===== src/deh_consts.vh =====
`ifndef DEH_CONSTS_VH
`define DEH_CONSTS_VH

// Register byte offsets on the AXI4-Lite slave.
`define DEH_A_CTRL     8'h00
`define DEH_A_CFG      8'h04
`define DEH_A_STAT     8'h08
`define DEH_A_IP       8'h0C
`define DEH_A_DEST     8'h10
`define DEH_A_REJ      8'h14
`define DEH_A_DIR      2'h1
`define DEH_DIR_LAST   4'h9

// Command word fields.
`define DEH_F_OP       2:0
`define DEH_F_ARG      7:4
`define DEH_F_PROTO    9:8
`define DEH_F_STORED   10
`define DEH_F_IDX      14:11
`define DEH_F_SEMI     15
`define DEH_F_PORT     31:16

// Command opcodes.
`define DEH_OP_DIAL    3'h1
`define DEH_OP_ECHO_C  3'h2
`define DEH_OP_ECHO_O  3'h3
`define DEH_OP_HANG    3'h4

// Protocol modifier codes.
`define DEH_PR_NONE    2'h0
`define DEH_PR_TCP     2'h1
`define DEH_PR_UDP     2'h2

// Configuration fields and reset value.
`define DEH_F_EXT      0
`define DEH_F_DTROPT   1
`define DEH_F_S7       15:8
`define DEH_CFG_RST    32'h00001401

// Default destination port and argument limits.
`define DEH_DEF_PORT   16'h0017
`define DEH_ARG_ON     4'h1
`define DEH_ARG_HMAX   4'h3

// Result codes in terse numbering.
`define DEH_RC_OK      4'h0
`define DEH_RC_CONN    4'h1
`define DEH_RC_NOCAR   4'h3
`define DEH_RC_ERR     4'h4
`define DEH_RC_NODIAL  4'h6
`define DEH_RC_BUSY    4'h7
`define DEH_RC_NOANS   4'h8
`define DEH_RC_NOTEN   4'hA

// AXI response codes.
`define DEH_RESP_OK    2'h0
`define DEH_RESP_ERR   2'h2

// Clock rate and timeout unit.
`define DEH_CLK_HZ     40000000
`define DEH_S7_UNIT_S  1

`endif


===== src/deh_cmd_handler.v =====
// Contract
// - T or no modifier selects TCP.
// - P stores UDP addressing, sends nothing.
// - Stored selector uses a directory address.
// - Stored index ranges zero to nine.
// - Semicolon keeps command mode after setup.
// - Semicolon dial finishes with OK.
// - Broken or aborted dial reports NO CARRIER.
// - TCP remote hangup, lost link: NO CARRIER.
// - Terminal-ready drop with option: NO CARRIER.
// - Refused: BUSY, else NO CARRIER.
// - Timeout: NO ANSWER, else NO CARRIER.
// - Unregistered: NO DIALTONE, else NO CARRIER.
// - Network reject: ERROR, store reason code.
// - PIN pending: NOT ENABLED.
// - Command echo off at 0, on at 1.
// - Online echo on at 0, off at 1.
// - Hangup 0 drains, then terminates.
// - Hangup 1 does nothing, returns OK.
// - Hangup 2 discards and terminates now.
// - Hangup 3 also deregisters.
// - A new hangup command may change a running hangup.
// - Missing port defaults to 23.
//
// Design decisions made here: the AXI4-Lite interface to the registers and the register offsets.
`timescale 1ns/1ps
`include "deh_consts.vh"

module deh_cmd_handler #(
	parameter TICK_CYCLES = `DEH_CLK_HZ * `DEH_S7_UNIT_S // Cycles per second.
) (
	input  wire        mclk_in,           // System clock.
	input  wire        resetn_in,         // Asynchronous reset, active low.
	input  wire [7:0]  s_axi_awaddr_in,   // Write address.
	input  wire        s_axi_awvalid_in,  // Write address valid.
	output reg         s_axi_awready_out, // Write address ready.
	input  wire [31:0] s_axi_wdata_in,    // Write data.
	input  wire [3:0]  s_axi_wstrb_in,    // Write byte strobes.
	input  wire        s_axi_wvalid_in,   // Write data valid.
	output reg         s_axi_wready_out,  // Write data ready.
	output reg  [1:0]  s_axi_bresp_out,   // Write response.
	output reg         s_axi_bvalid_out,  // Write response valid.
	input  wire        s_axi_bready_in,   // Write response ready.
	input  wire [7:0]  s_axi_araddr_in,   // Read address.
	input  wire        s_axi_arvalid_in,  // Read address valid.
	output reg         s_axi_arready_out, // Read address ready.
	output reg  [31:0] s_axi_rdata_out,   // Read data.
	output reg  [1:0]  s_axi_rresp_out,   // Read response.
	output reg         s_axi_rvalid_out,  // Read data valid.
	input  wire        s_axi_rready_in,   // Read data ready.
	input  wire        dtr_in,            // Terminal-ready pin, high active.
	input  wire        host_input_in,     // Host character arrived pulse.
	input  wire        registered_in,     // Modem registered level.
	input  wire        pin_required_in,   // PIN entry pending level.
	input  wire        net_accept_in,     // Setup accepted pulse.
	input  wire        net_refuse_in,     // Remote refused pulse.
	input  wire        net_reject_in,     // Network rejected pulse.
	input  wire [15:0] net_reason_in,     // Reject reason with reject.
	input  wire        net_remote_hup_in, // Remote hung up pulse.
	input  wire        link_lost_in,      // Radio link lost level.
	input  wire        tx_attempt_in,     // Local send attempt pulse.
	input  wire        pend_empty_in,     // Pending buffer empty level.
	output reg         net_setup_out,     // Start TCP setup pulse.
	output reg         net_udp_out,       // Session is UDP level.
	output reg  [31:0] net_ip_out,        // Destination address.
	output reg  [15:0] net_port_out,      // Destination port.
	output reg         net_flush_out,     // Send pending data pulse.
	output reg         net_discard_out,   // Drop pending data pulse.
	output reg         net_term_out,      // Close connection pulse.
	output reg         net_dereg_out,     // Deregister pulse.
	output reg         online_out,        // Online mode level.
	output reg         echo_cmd_out,      // Command mode echo level.
	output reg         echo_online_out    // Online local echo level.
);

	////////////////////////////////////////////////////////////////////
	// One-hot states of the connection sequencer.
	localparam [3:0] ST_IDLE  = 4'h1; // No connection.
	localparam [3:0] ST_WAIT  = 4'h2; // Setup under way.
	localparam [3:0] ST_CONN  = 4'h4; // Connection exists.
	localparam [3:0] ST_DRAIN = 4'h8; // Draining before close.

	// Non-extended results fold into NO CARRIER.
	function [3:0] deh_map;
		input       ext;
		input [3:0] code;
		begin
			deh_map = ext ? code : `DEH_RC_NOCAR;
		end
	endfunction

	// Merges a write word into a register under byte strobes.
	function [31:0] deh_merge;
		input [31:0] old;
		input [31:0] val;
		input [3:0]  strb;
		integer      k;
		begin
			deh_merge = old;
			for (k = 0; k < 4; k = k + 1)
				if (strb[k])
					deh_merge[k*8 +: 8] = val[k*8 +: 8];
		end
	endfunction

	////////////////////////////////////////////////////////////////////
	reg         rst_s1_q;    // Reset release stage one.
	reg         rst_s2_q;    // Reset release stage two.
	wire        rst_n;       // Synchronised reset.
	reg         dtr_s1_q;    // Terminal-ready sync stage one.
	reg         dtr_s2_q;    // Terminal-ready sync stage two.
	reg         dtr_s3_q;    // Previous synced terminal-ready.
	reg  [7:0]  awa_q;       // Latched write address.
	reg  [31:0] wd_q;        // Latched write data.
	reg  [3:0]  ws_q;        // Latched write strobes.
	reg         aw_ok_q;     // Write address held.
	reg         w_ok_q;      // Write data held.
	reg  [31:0] cmd_q;       // Last command word.
	reg         cmd_go_q;    // New command pulse.
	reg  [31:0] cfg_q;       // Configuration word.
	reg  [31:0] ip_q;        // Explicit destination address.
	reg  [31:0] dir_q [0:9]; // Stored destination addresses.
	reg         clr_q;       // Result clear pulse.
	reg  [3:0]  state_q;     // Sequencer state.
	reg  [3:0]  res_q;       // Last result code.
	reg         res_vld_q;   // Result waiting for software.
	reg         semi_q;      // Dial asked to stay in command mode.
	reg  [15:0] rej_q;       // Reject reason, high and low byte.
	reg  [31:0] tick_q;      // Cycle count within a second.
	reg  [7:0]  sec_q;       // Seconds waited for an answer.
	reg  [31:0] rd_d;        // Read data of the current address.
	reg         rd_ok_d;     // Read address is mapped.
	wire        dir_w;       // Write address hits the directory.
	wire        dir_r;       // Read address hits the directory.
	wire [3:0]  op_arg;      // Argument of the command.
	wire        dtr_fall;    // Terminal-ready went inactive.
	integer     i;           // Directory reset index.

	assign rst_n    = rst_s2_q;
	assign dtr_fall = dtr_s3_q & ~dtr_s2_q;
	assign op_arg   = cmd_q[`DEH_F_ARG];
	assign dir_w    = (awa_q[7:6] == `DEH_A_DIR) &&
		(awa_q[5:2] <= `DEH_DIR_LAST);
	assign dir_r    = (s_axi_araddr_in[7:6] == `DEH_A_DIR) &&
		(s_axi_araddr_in[5:2] <= `DEH_DIR_LAST);

	////////////////////////////////////////////////////////////////////
	// Reset release and terminal-ready pin synchronisers.
	always @(posedge mclk_in or negedge resetn_in)
	begin
		if (!resetn_in)
		begin
			rst_s1_q <= 1'b0;
			rst_s2_q <= 1'b0;
		end
		else
		begin
			rst_s1_q <= 1'b1;
			rst_s2_q <= rst_s1_q;
		end
	end

	// The third stage feeds the edge detector only.
	always @(posedge mclk_in or negedge rst_n)
	begin
		if (!rst_n)
		begin
			dtr_s1_q <= 1'b0;
			dtr_s2_q <= 1'b0;
			dtr_s3_q <= 1'b0;
		end
		else
		begin
			dtr_s1_q <= dtr_in;
			dtr_s2_q <= dtr_s1_q;
			dtr_s3_q <= dtr_s2_q;
		end
	end

	////////////////////////////////////////////////////////////////////
	// Write channels: address and data are taken in either order.
	always @(posedge mclk_in or negedge rst_n)
	begin
		if (!rst_n)
		begin
			s_axi_awready_out <= 1'b0;
			s_axi_wready_out  <= 1'b0;
			s_axi_bvalid_out  <= 1'b0;
			s_axi_bresp_out   <= `DEH_RESP_OK;
			aw_ok_q  <= 1'b0;
			w_ok_q   <= 1'b0;
			awa_q    <= 8'h00;
			wd_q     <= 32'h00000000;
			ws_q     <= 4'h0;
			cmd_q    <= 32'h00000000;
			cmd_go_q <= 1'b0;
			clr_q    <= 1'b0;
			cfg_q    <= `DEH_CFG_RST;
			ip_q     <= 32'h00000000;
			for (i = 0; i < 10; i = i + 1)
				dir_q[i] <= 32'h00000000;
		end
		else
		begin
			cmd_go_q <= 1'b0;
			clr_q    <= 1'b0;
			// Address phase.
			if (s_axi_awready_out && s_axi_awvalid_in)
			begin
				awa_q             <= s_axi_awaddr_in;
				aw_ok_q           <= 1'b1;
				s_axi_awready_out <= 1'b0;
			end
			else if (!aw_ok_q && !s_axi_bvalid_out)
				s_axi_awready_out <= 1'b1;
			// Data phase.
			if (s_axi_wready_out && s_axi_wvalid_in)
			begin
				wd_q             <= s_axi_wdata_in;
				ws_q             <= s_axi_wstrb_in;
				w_ok_q           <= 1'b1;
				s_axi_wready_out <= 1'b0;
			end
			else if (!w_ok_q && !s_axi_bvalid_out)
				s_axi_wready_out <= 1'b1;
			// Both held: perform the write and answer.
			if (aw_ok_q && w_ok_q)
			begin
				aw_ok_q          <= 1'b0;
				w_ok_q           <= 1'b0;
				s_axi_bvalid_out <= 1'b1;
				s_axi_bresp_out  <= `DEH_RESP_OK;
				if (dir_w)
					dir_q[awa_q[5:2]] <= deh_merge(dir_q[awa_q[5:2]],
						wd_q, ws_q);
				else
					case (awa_q)
					`DEH_A_CTRL:
					begin
						// A command write also interrupts setup; a hangup command also replaces a draining hangup.
						cmd_q    <= deh_merge(cmd_q, wd_q, ws_q);
						cmd_go_q <= 1'b1;
					end
					`DEH_A_CFG:  cfg_q <= deh_merge(cfg_q, wd_q, ws_q);
					`DEH_A_IP:   ip_q  <= deh_merge(ip_q, wd_q, ws_q);
					`DEH_A_STAT: clr_q <= 1'b1;
					`DEH_A_DEST, `DEH_A_REJ: ;
					default:     s_axi_bresp_out <= `DEH_RESP_ERR;
					endcase
			end
			else if (s_axi_bvalid_out && s_axi_bready_in)
				s_axi_bvalid_out <= 1'b0;
		end
	end

	////////////////////////////////////////////////////////////////////
	// Read data selection for the address on the read channel.
	always @*
	begin
		rd_d    = 32'h00000000;
		rd_ok_d = 1'b1;
		if (dir_r)
			rd_d = dir_q[s_axi_araddr_in[5:2]];
		else
			case (s_axi_araddr_in)
			`DEH_A_CTRL: rd_d = cmd_q;
			`DEH_A_CFG:  rd_d = cfg_q;
			`DEH_A_IP:   rd_d = ip_q;
			`DEH_A_STAT: rd_d = {20'h00000, registered_in, net_udp_out,
				echo_online_out, echo_cmd_out, state_q[2] | state_q[3],
				online_out, state_q[1] | state_q[3], res_vld_q, res_q};
			`DEH_A_DEST: rd_d = {net_port_out, 16'h0000};
			`DEH_A_REJ:  rd_d = {16'h0000, rej_q};
			default:     rd_ok_d = 1'b0;
			endcase
	end

	// Read channel: one read at a time, data held until taken.
	always @(posedge mclk_in or negedge rst_n)
	begin
		if (!rst_n)
		begin
			s_axi_arready_out <= 1'b0;
			s_axi_rvalid_out  <= 1'b0;
			s_axi_rdata_out   <= 32'h00000000;
			s_axi_rresp_out   <= `DEH_RESP_OK;
		end
		else if (s_axi_arready_out && s_axi_arvalid_in)
		begin
			s_axi_arready_out <= 1'b0;
			s_axi_rvalid_out  <= 1'b1;
			s_axi_rdata_out   <= rd_d;
			s_axi_rresp_out   <= rd_ok_d ? `DEH_RESP_OK : `DEH_RESP_ERR;
		end
		else if (s_axi_rvalid_out)
		begin
			if (s_axi_rready_in)
				s_axi_rvalid_out <= 1'b0;
		end
		else
			s_axi_arready_out <= 1'b1;
	end

	////////////////////////////////////////////////////////////////////
	// Connection sequencer, echo settings and result reporting.
	// A result posted in the cycle of a clear survives: set wins.
	always @(posedge mclk_in or negedge rst_n)
	begin
		if (!rst_n)
		begin
			state_q         <= ST_IDLE;
			res_q           <= `DEH_RC_OK;
			res_vld_q       <= 1'b0;
			semi_q          <= 1'b0;
			rej_q           <= 16'h0000;
			tick_q          <= 32'h00000000;
			sec_q           <= 8'h00;
			net_setup_out   <= 1'b0;
			net_udp_out     <= 1'b0;
			net_ip_out      <= 32'h00000000;
			net_port_out    <= `DEH_DEF_PORT;
			net_flush_out   <= 1'b0;
			net_discard_out <= 1'b0;
			net_term_out    <= 1'b0;
			net_dereg_out   <= 1'b0;
			online_out      <= 1'b0;
			echo_cmd_out    <= 1'b1;
			echo_online_out <= 1'b0;
		end
		else
		begin
			net_setup_out   <= 1'b0;
			net_flush_out   <= 1'b0;
			net_discard_out <= 1'b0;
			net_term_out    <= 1'b0;
			net_dereg_out   <= 1'b0;
			if (clr_q)
				res_vld_q <= 1'b0;
			// Echo settings are taken in every state but setup.
			if (cmd_go_q && !state_q[1] &&
				(cmd_q[`DEH_F_OP] == `DEH_OP_ECHO_C ||
				cmd_q[`DEH_F_OP] == `DEH_OP_ECHO_O))
			begin
				res_vld_q <= 1'b1;
				if (op_arg > `DEH_ARG_ON)
					res_q <= `DEH_RC_ERR;
				else
				begin
					res_q <= `DEH_RC_OK;
					if (cmd_q[`DEH_F_OP] == `DEH_OP_ECHO_C)
						echo_cmd_out <= op_arg[0];
					else
						echo_online_out <= ~op_arg[0];
				end
			end
			case (state_q)
			ST_IDLE:
				if (cmd_go_q && cmd_q[`DEH_F_OP] == `DEH_OP_DIAL)
				begin
					res_vld_q <= 1'b1;
					if (pin_required_in)
						res_q <= `DEH_RC_NOTEN;
					else if ((cmd_q[`DEH_F_STORED] &&
						cmd_q[`DEH_F_IDX] > `DEH_DIR_LAST) ||
						cmd_q[`DEH_F_PROTO] > `DEH_PR_UDP)
						res_q <= `DEH_RC_ERR;
					else if (!registered_in)
						res_q <= deh_map(cfg_q[`DEH_F_EXT],
							`DEH_RC_NODIAL);
					else
					begin
						// Address from the directory or the explicit one.
						net_ip_out <= cmd_q[`DEH_F_STORED] ?
							dir_q[cmd_q[`DEH_F_IDX]] : ip_q;
						net_port_out <= (cmd_q[`DEH_F_PORT] == 16'h0000) ?
							`DEH_DEF_PORT : cmd_q[`DEH_F_PORT];
						semi_q <= cmd_q[`DEH_F_SEMI];
						net_udp_out <= (cmd_q[`DEH_F_PROTO] ==
							`DEH_PR_UDP);
						if (cmd_q[`DEH_F_PROTO] == `DEH_PR_UDP)
						begin
							// Only the addressing is kept; no traffic yet.
							state_q    <= ST_CONN;
							online_out <= ~cmd_q[`DEH_F_SEMI];
							res_q <= cmd_q[`DEH_F_SEMI] ?
								`DEH_RC_OK : `DEH_RC_CONN;
						end
						else
						begin
							res_vld_q     <= 1'b0;
							net_setup_out <= 1'b1;
							state_q       <= ST_WAIT;
							tick_q        <= 32'h00000000;
							sec_q         <= 8'h00;
						end
					end
				end
				else if (cmd_go_q && cmd_q[`DEH_F_OP] == `DEH_OP_HANG)
				begin
					res_vld_q <= 1'b1;
					if (op_arg > `DEH_ARG_HMAX)
						res_q <= `DEH_RC_ERR;
					else
					begin
						res_q         <= `DEH_RC_OK;
						net_dereg_out <= (op_arg == `DEH_ARG_HMAX);
					end
				end
			ST_WAIT:
			begin
				// Seconds counted against the configured answer timeout.
				if (tick_q == TICK_CYCLES - 1)
				begin
					tick_q <= 32'h00000000;
					sec_q  <= sec_q + 8'h01;
				end
				else
					tick_q <= tick_q + 32'h00000001;
				if (cmd_go_q || host_input_in)
				begin
					state_q      <= ST_IDLE;
					net_term_out <= 1'b1;
					res_q        <= `DEH_RC_NOCAR;
					res_vld_q    <= 1'b1;
				end
				else if (net_accept_in)
				begin
					state_q    <= ST_CONN;
					online_out <= ~semi_q;
					res_q      <= semi_q ? `DEH_RC_OK : `DEH_RC_CONN;
					res_vld_q  <= 1'b1;
				end
				else if (net_reject_in)
				begin
					state_q   <= ST_IDLE;
					rej_q     <= net_reason_in;
					res_q     <= `DEH_RC_ERR;
					res_vld_q <= 1'b1;
				end
				else if (net_refuse_in)
				begin
					state_q   <= ST_IDLE;
					res_q     <= deh_map(cfg_q[`DEH_F_EXT],
						`DEH_RC_BUSY);
					res_vld_q <= 1'b1;
				end
				else if (sec_q >= cfg_q[`DEH_F_S7])
				begin
					state_q      <= ST_IDLE;
					net_term_out <= 1'b1;
					res_q        <= deh_map(cfg_q[`DEH_F_EXT],
						`DEH_RC_NOANS);
					res_vld_q    <= 1'b1;
				end
			end
			ST_CONN, ST_DRAIN:
				if (dtr_fall && cfg_q[`DEH_F_DTROPT])
				begin
					// Drop and hang up discards like a variant 2 hangup.
					state_q         <= ST_IDLE;
					online_out      <= 1'b0;
					net_discard_out <= 1'b1;
					net_term_out    <= 1'b1;
					res_q           <= `DEH_RC_NOCAR;
					res_vld_q       <= 1'b1;
				end
				else if (!net_udp_out && (net_remote_hup_in ||
					(tx_attempt_in && link_lost_in)))
				begin
					state_q    <= ST_IDLE;
					online_out <= 1'b0;
					res_q      <= `DEH_RC_NOCAR;
					res_vld_q  <= 1'b1;
				end
				else if (cmd_go_q && cmd_q[`DEH_F_OP] == `DEH_OP_HANG)
				begin
					// A later hangup replaces one still draining.
					res_vld_q <= 1'b1;
					if (op_arg > `DEH_ARG_HMAX)
						res_q <= `DEH_RC_ERR;
					else if (op_arg == 4'h0)
					begin
						res_vld_q     <= 1'b0;
						net_flush_out <= 1'b1;
						state_q       <= ST_DRAIN;
					end
					else if (op_arg == `DEH_ARG_ON)
					begin
						res_q   <= `DEH_RC_OK;
						state_q <= ST_CONN;
					end
					else
					begin
						state_q         <= ST_IDLE;
						online_out      <= 1'b0;
						net_discard_out <= 1'b1;
						net_term_out    <= 1'b1;
						net_dereg_out   <= (op_arg == `DEH_ARG_HMAX);
						res_q           <= `DEH_RC_OK;
					end
				end
				else if (cmd_go_q && cmd_q[`DEH_F_OP] == `DEH_OP_DIAL)
				begin
					res_q     <= `DEH_RC_ERR;
					res_vld_q <= 1'b1;
				end
				else if (state_q[3] && pend_empty_in)
				begin
					// Everything pending has gone; now close.
					state_q      <= ST_IDLE;
					online_out   <= 1'b0;
					net_term_out <= 1'b1;
					res_q        <= `DEH_RC_OK;
					res_vld_q    <= 1'b1;
				end
			default:
				state_q <= ST_IDLE;
			endcase
		end
	end

endmodule // deh_cmd_handler


===== config.mk =====
export PLATFORM = sky130hd
export DESIGN_NAME = deh_cmd_handler
export DESIGN_NICKNAME = d
export VERILOG_FILES = /design/src/deh_cmd_handler.v
export VERILOG_INCLUDE_DIRS = /design/src
export SDC_FILE = /design/constraint.sdc
export NUM_CORES = 1
export LEC_CHECK = 0
export ABC_AREA = 1
export BUFFER_PORTS_ARGS = -buffer_cell sky130_fd_sc_hd__clkbuf_2
export CAP_MARGIN = 10
export CELL_PAD_IN_SITES_DETAIL_PLACEMENT = 0
export CELL_PAD_IN_SITES_GLOBAL_PLACEMENT = 1
export CORE_MARGIN = 3
export CORE_UTILIZATION = 37
export CTS_BUF_LIST = sky130_fd_sc_hd__clkbuf_4
export DETAILED_ROUTE_END_ITERATION = 12
export PLACE_DENSITY_LB_ADDON = 0.1
export SLEW_MARGIN = 20
export SYNTH_ARGS = -nofsm -noshare
export SYNTH_HDL_FRONTEND = slang
export SYNTH_SLANG_ARGS = --single-unit

===== constraint.sdc =====
create_clock -name mclk_in -period 18.5 [get_ports mclk_in]
set_clock_uncertainty 0.2 [all_clocks]
set_input_delay 3.7 -clock mclk_in [delete_from_list [all_inputs] [get_ports mclk_in]]
set_output_delay 3.7 -clock mclk_in [all_outputs]
set_load 0.05 [all_outputs]

# Word level (Yosys, flattened, before mapping)
# Index checks and enable logic that the tools add are counted.
# W data, S select, Z words.
# classes
addsub	2
n_lt_le_gt_ge	11
n_eq_ne	40
mux	191
n_bitwise	17
n_reduce_logical	63
# ops
op	n
$mux W32	15
$bmux W32 S4	3
$bwmux W320	1
$pmux W32 S6	1
$mux W4	36
$mux W8	18
$demux W32 S4	1
$mux W1	98
$pmux W32 S2	1
$reduce_and A4 Y1	13
$add A32 B1 Y32 const B	1
$eq A32 B26 Y1 const B	1
$eq A8 B4 Y1 const B	4
$eq A8 B5 Y1 const B	4
$ne A5 B5 Y1 const B	5
$pmux W4 S3	2
$logic_and A1 B1 Y1	19
$mux W3	6
$ne A2 B2 Y1 const B	9
$eq A8 B3 Y1 const B	2
$logic_not A16 Y1	1
$logic_not A8 Y1	2
$mux W16	1
$pmux W8 S2	1
other kinds (41)	79
# totals
ff_bits	633
inputBits	86
out_inout_bits	98
word_cells	384

# Longest topological paths before layout
# logic_depth
depth_word	10
depth_mapped	13
mapped_depth_nobuf	12

# Worst setup path before layout
# Ideal clock, no wire load.
# synth_timing
path_kind	input to register
from	input s_axi_araddr_in[3]
to	register s_axi_rdata_out[10]
setup_time_ns	0.121
t_arrival_ns	4.828
path_slack_ns	13.351
cell_stages	11
n_path_buf	2
path_cell_list	inv_1 nand2_1 clkbuf_1 buf_1 nor2_1 o21ai_0 nand2_1 inv_1 nand3_1 nand2_1 a21oi_1
# synth_between
elab_chain_len	5
elab_cells_between_ends	14
cone_classes	1 x order compare; 5 x eq/ne; 5 x mux; 1 x bitwise; 2 x reduce/logical
# synth_lines
element	line	source
start: declaration	deh_cmd_handler.v:44	input wire [7:0] s_axi_araddr_in,
$not A4 Y5 (not written as such)	deh_cmd_handler.v:263	rd_d = dir_q[s_axi_araddr_in[5:2]];
$bmux W32 S4	deh_cmd_handler.v:263	
$mux W32 (not written as such) (2 in series)	deh_cmd_handler.v:263	
$mux W32 *	deh_cmd_handler.v:262	if (dir_r)
end signal: assignment	deh_cmd_handler.v:292	s_axi_rdata_out <= rd_d;
end: declaration	deh_cmd_handler.v:47	output reg [31:0] s_axi_rdata_out,
# Every way passes the cells marked *; elsewhere a longest branch is shown, timed or not. The select of a mux whose other input is x is not followed.
# A chain may end at the register's enable or synchronous reset.

# Worst setup path after layout
# layout_timing
from	input s_axi_araddr_in[3]
to	register s_axi_rdata_out[1]
# The elaborated chain is that of the path after synthesis.

==> reports/metrics.csv <==
stage,metric,value,unit
power,Leak,18.6,nW
clock_tree,post-cts hold buffer count,0,
synthesis,synthesized cell area,34800,um2
floorplanning,# IOs,184,
place,Place WS,11.47,ns
timing,Hold Slack,0.136,ns
clock_tree,CTS tree,built,
worst_setup_path,Required @ worst endpoint,19.29,ns
synthesis,Ys Warns,0,
finish,share of cells above drive strength 1,0.125,
power,total power,0.00642,W
worst_setup_path,CP max stage delay,0.69,ns
worst_setup_path,worst path arrival time,6.84,ns
timing,post-route setup slack,12.45,ns
worst_setup_path,CP Max Fanout,21,
finish,Final Non-Filler Cells,6275,
finish,Area Growth Syn to Fin,12.6,%
clock_tree,"Setup Fix Bufs, Post-CTS",0,
route,Vias,35088,
timing,fin. max-slew vios,0,
floorplanning,Core ar.,92400,um2
timing,Worst Tran Pin Value,1.16,ns
power,Pwr Density,164,nW/um2
power,Peak VDD IR,0.142,mV
floorplanning,FP Rows,111,
floorplanning,DIE AREA,97700,um2
route,DRC violations left,0,
synthesis,part of the Yosys area used for sequential elements,0.454,
clock_tree,cts bufs inserted,187,
clock_tree,Clock Path Buffers,3,
timing,Final Hold Violating Endpoints,0,
route,WL per Instance,24.0,um
clock_tree,H-tree depth,4,
place,GPL Wtd Cong,0.893,
grt,initial antenna violation count,4,
route,antenna-violating nets left,0,
floorplanning,Die Wd,313,um
route,Routed WL,151000,um
grt,Overflow after GRT,0,
timing,Slew headroom,0.226,
route,vias per inst,5.59,
place,Post-DP HPWL,96100,um
synthesis,library cells used by synthesis,46,
timing,part of the cycle the worst path needs,0.327,
timing,RSZ-0062 raised after global routing,false,
place,placed cell count,5944,
worst_setup_path,cells along the critical path,"clkbuf_2, inv_1, nand2_2, clkinv_2, buf_4, nand2_1, nor2_1, buf_4, inv_1, o21ai_0, nor2_1, a21oi_1",
worst_setup_path,WS Path Type,in2reg,
worst_setup_path,CP Launch Type,input port,
worst_setup_path,worst path bufs/invs,6,
route,Pre-antenna DRT Iters,6,
timing,max frequency,165,MHz
hold_path,Hold WC Path Type,reg2async,
worst_setup_path,"Slowest-stage cell, CP",clkinv_2,
status,status,"complete, no violations",
finish,Nets,4986,
clock_tree,later-pin clock latency in the skew report,1.13,ns
timing,fin crit period,6.05,ns
synthesis,"flops & latches, synth",631,
floorplanning,die height,313,um
synthesis,synthesized area per cell,7.35,um2
grt,vias in the first global route,34278,
worst_setup_path,Crit path max-delay family,buffers and inverters,
clock_tree,CTS root buf,clkbuf_4,
timing,TNS Setup,0,ns
clock_tree,Resized cells post-CTS,0,
clock_tree,clock sink total,631,
grt,global-route usage over all layers,0.304,
grt,pin count of the biggest net entering global routing,93,
worst_setup_path,Worst Setup End Kind,flip-flop,
place,port bufs,181,
grt,first-pass GRT wire length,224000,um
timing,endpoints failing setup,0,
synthesis,Post-Syn Instances,4731,
route,Initial DRC Count,3342,
run,max cap viols,0,
floorplanning,Starting Density,0.377,
clock_tree,clock slew at reported path FFs,0.06,ns
## path summary, 6_finish.rpt
check                                   start                 end  slack, ns  cells after the start
min in group mclk_in                 rst_s1_q               rst_n       0.16                      0
max                        s_axi_araddr_in[3]  s_axi_rdata_out[1]      12.45                     12
max in group asynchronous               rst_n           dir_q[68]      15.01                      3
min reg2reg                             rst_n            wd_q[20]       0.14                      0
min                                     rst_n            wd_q[20]       0.14                      0
max reg2reg                         cmd_q[13]              semi_q      14.09                     14
## worst reg2reg max path, cell delays in order (launching register included)
cell,delay [ns]
dfrtp_2,0.38
buf_4,0.34
inv_2,0.59
buf_4,0.53
nand2_1,0.16
nand3_1,0.14
nand2_1,0.14
inv_1,0.15
nand3_1,0.21
nor2_4,0.12
buf_4,0.51
clkinv_1,0.23
buf_4,0.34
nand2_1,0.14
o21ai_0,0.08
## cells in the final DEF (no fill, tap or decap), drive strengths merged, types with 3 or more instances in the layout
cell         n
clkinv      35
nand2     1032
o21ai      620
nand4       59
clkinvlp     3
clkbuf     460
nor4         5
ha          10
diode        9
xor2        12
a22oi       32
o211ai     125
nor3        31
a211oi      33
dfrtp      622
dfstp        9
nor2       412
a21oi      213
buf         65
conb         3
o22ai      144
mux2        16
nand3      552
o21a         3
inv        509
bufinv       5
## routing by layer
metal / vias up / wire length, um / global-route usage
met5: - / 0 / 0
met4: 0 / 7280 / 0.148
li1: 16320 / - / -
met2: 1484 / 67600 / 0.470
met3: 347 / 10900 / 0.0574
met1: 16937 / 65000 / 0.410
## layout make-up
cell class              instances  area (um2)
clock inverters                43         329
diodes                          9        22.5
inverters                     509        1910
well taps                    1243        1560
clock buffers                 279        2090
flip-flops and latches        631       15800
multi-input cells            3315       16000
fillers                      9758       53200
repair buffers                246        1390
## per-stage QoR
stage,util,instance area [um2]
after floorplan,-,34800
after global placement,0.397,36700
after detailed placement,0.397,36700
after CTS,0.424,39100
after global routing,0.424,39100
final,0.424,39100
## flip-flops by register name, indices dropped and copies added (netlist names), 16 cells and up
name	count
net_port_out	16
dir_q	320
net_ip_out	32
cmd_q	32
rej_q	16
s_axi_rdata_out	32
wd_q	32
cfg_q	32
tick_q	32
ip_q	32
## report_power, final
group	internal [W]	total (W)	switching, W
sequential	0.00187	0.00227	0.000405
combinational	0.000695	0.00273	0.00204
clock	0.000753	0.00142	0.000667
## cells in the mapped netlist, drive strengths merged
cell type | number | share of area
a22oi | 32 | 0.0069
clkbuf | 159 | 0.017
nor3 | 31 | 0.0055
a21boi | 1 | 0.00022
a21oi | 213 | 0.031
inv | 506 | 0.055
nand2 | 1032 | 0.11
o211ai | 125 | 0.027
nor4 | 5 | 0.00090
mux2 | 16 | 0.0052
nand3 | 552 | 0.080
o21a | 3 | 0.00065
clkinv | 3 | 0.00032
o22ai | 144 | 0.026
or2 | 2 | 0.00036
a31o | 1 | 0.00025
o31ai | 1 | 0.00022
buf | 118 | 0.016
conb | 2 | 0.00022
a31oi | 2 | 0.00036
a211oi | 33 | 0.0071
o21bai | 1 | 0.00022
nand3b | 1 | 0.00022
dfstp | 9 | 0.0068
nor2 | 412 | 0.046
dfrtp | 622 | 0.45
o21ai | 620 | 0.089
o2111ai | 1 | 0.00025
nor3b | 1 | 0.00022
xnor2 | 2 | 0.00050
xor2 | 12 | 0.0030
nand4 | 59 | 0.011
ha | 10 | 0.0036
## cell families (layout without fill, tap and decap cells)
kind of cell | count (synthesis) | in the layout | share of synthesized area
DFF | 631 | 631 | 0.454
buffers and inverters | 786 | 1077 | 0.0882
xor gates and xnor gates | 14 | 14 | 0.00353
other | 2 | 12 | 0.000216
adders and majority gates | 10 | 10 | 0.00360
and+or+nand+nor | 2095 | 2095 | 0.256
muxes | 16 | 16 | 0.00518
AOI/OAI and AO/OA | 1177 | 1177 | 0.189
Power figures use the tool's default switching activity.
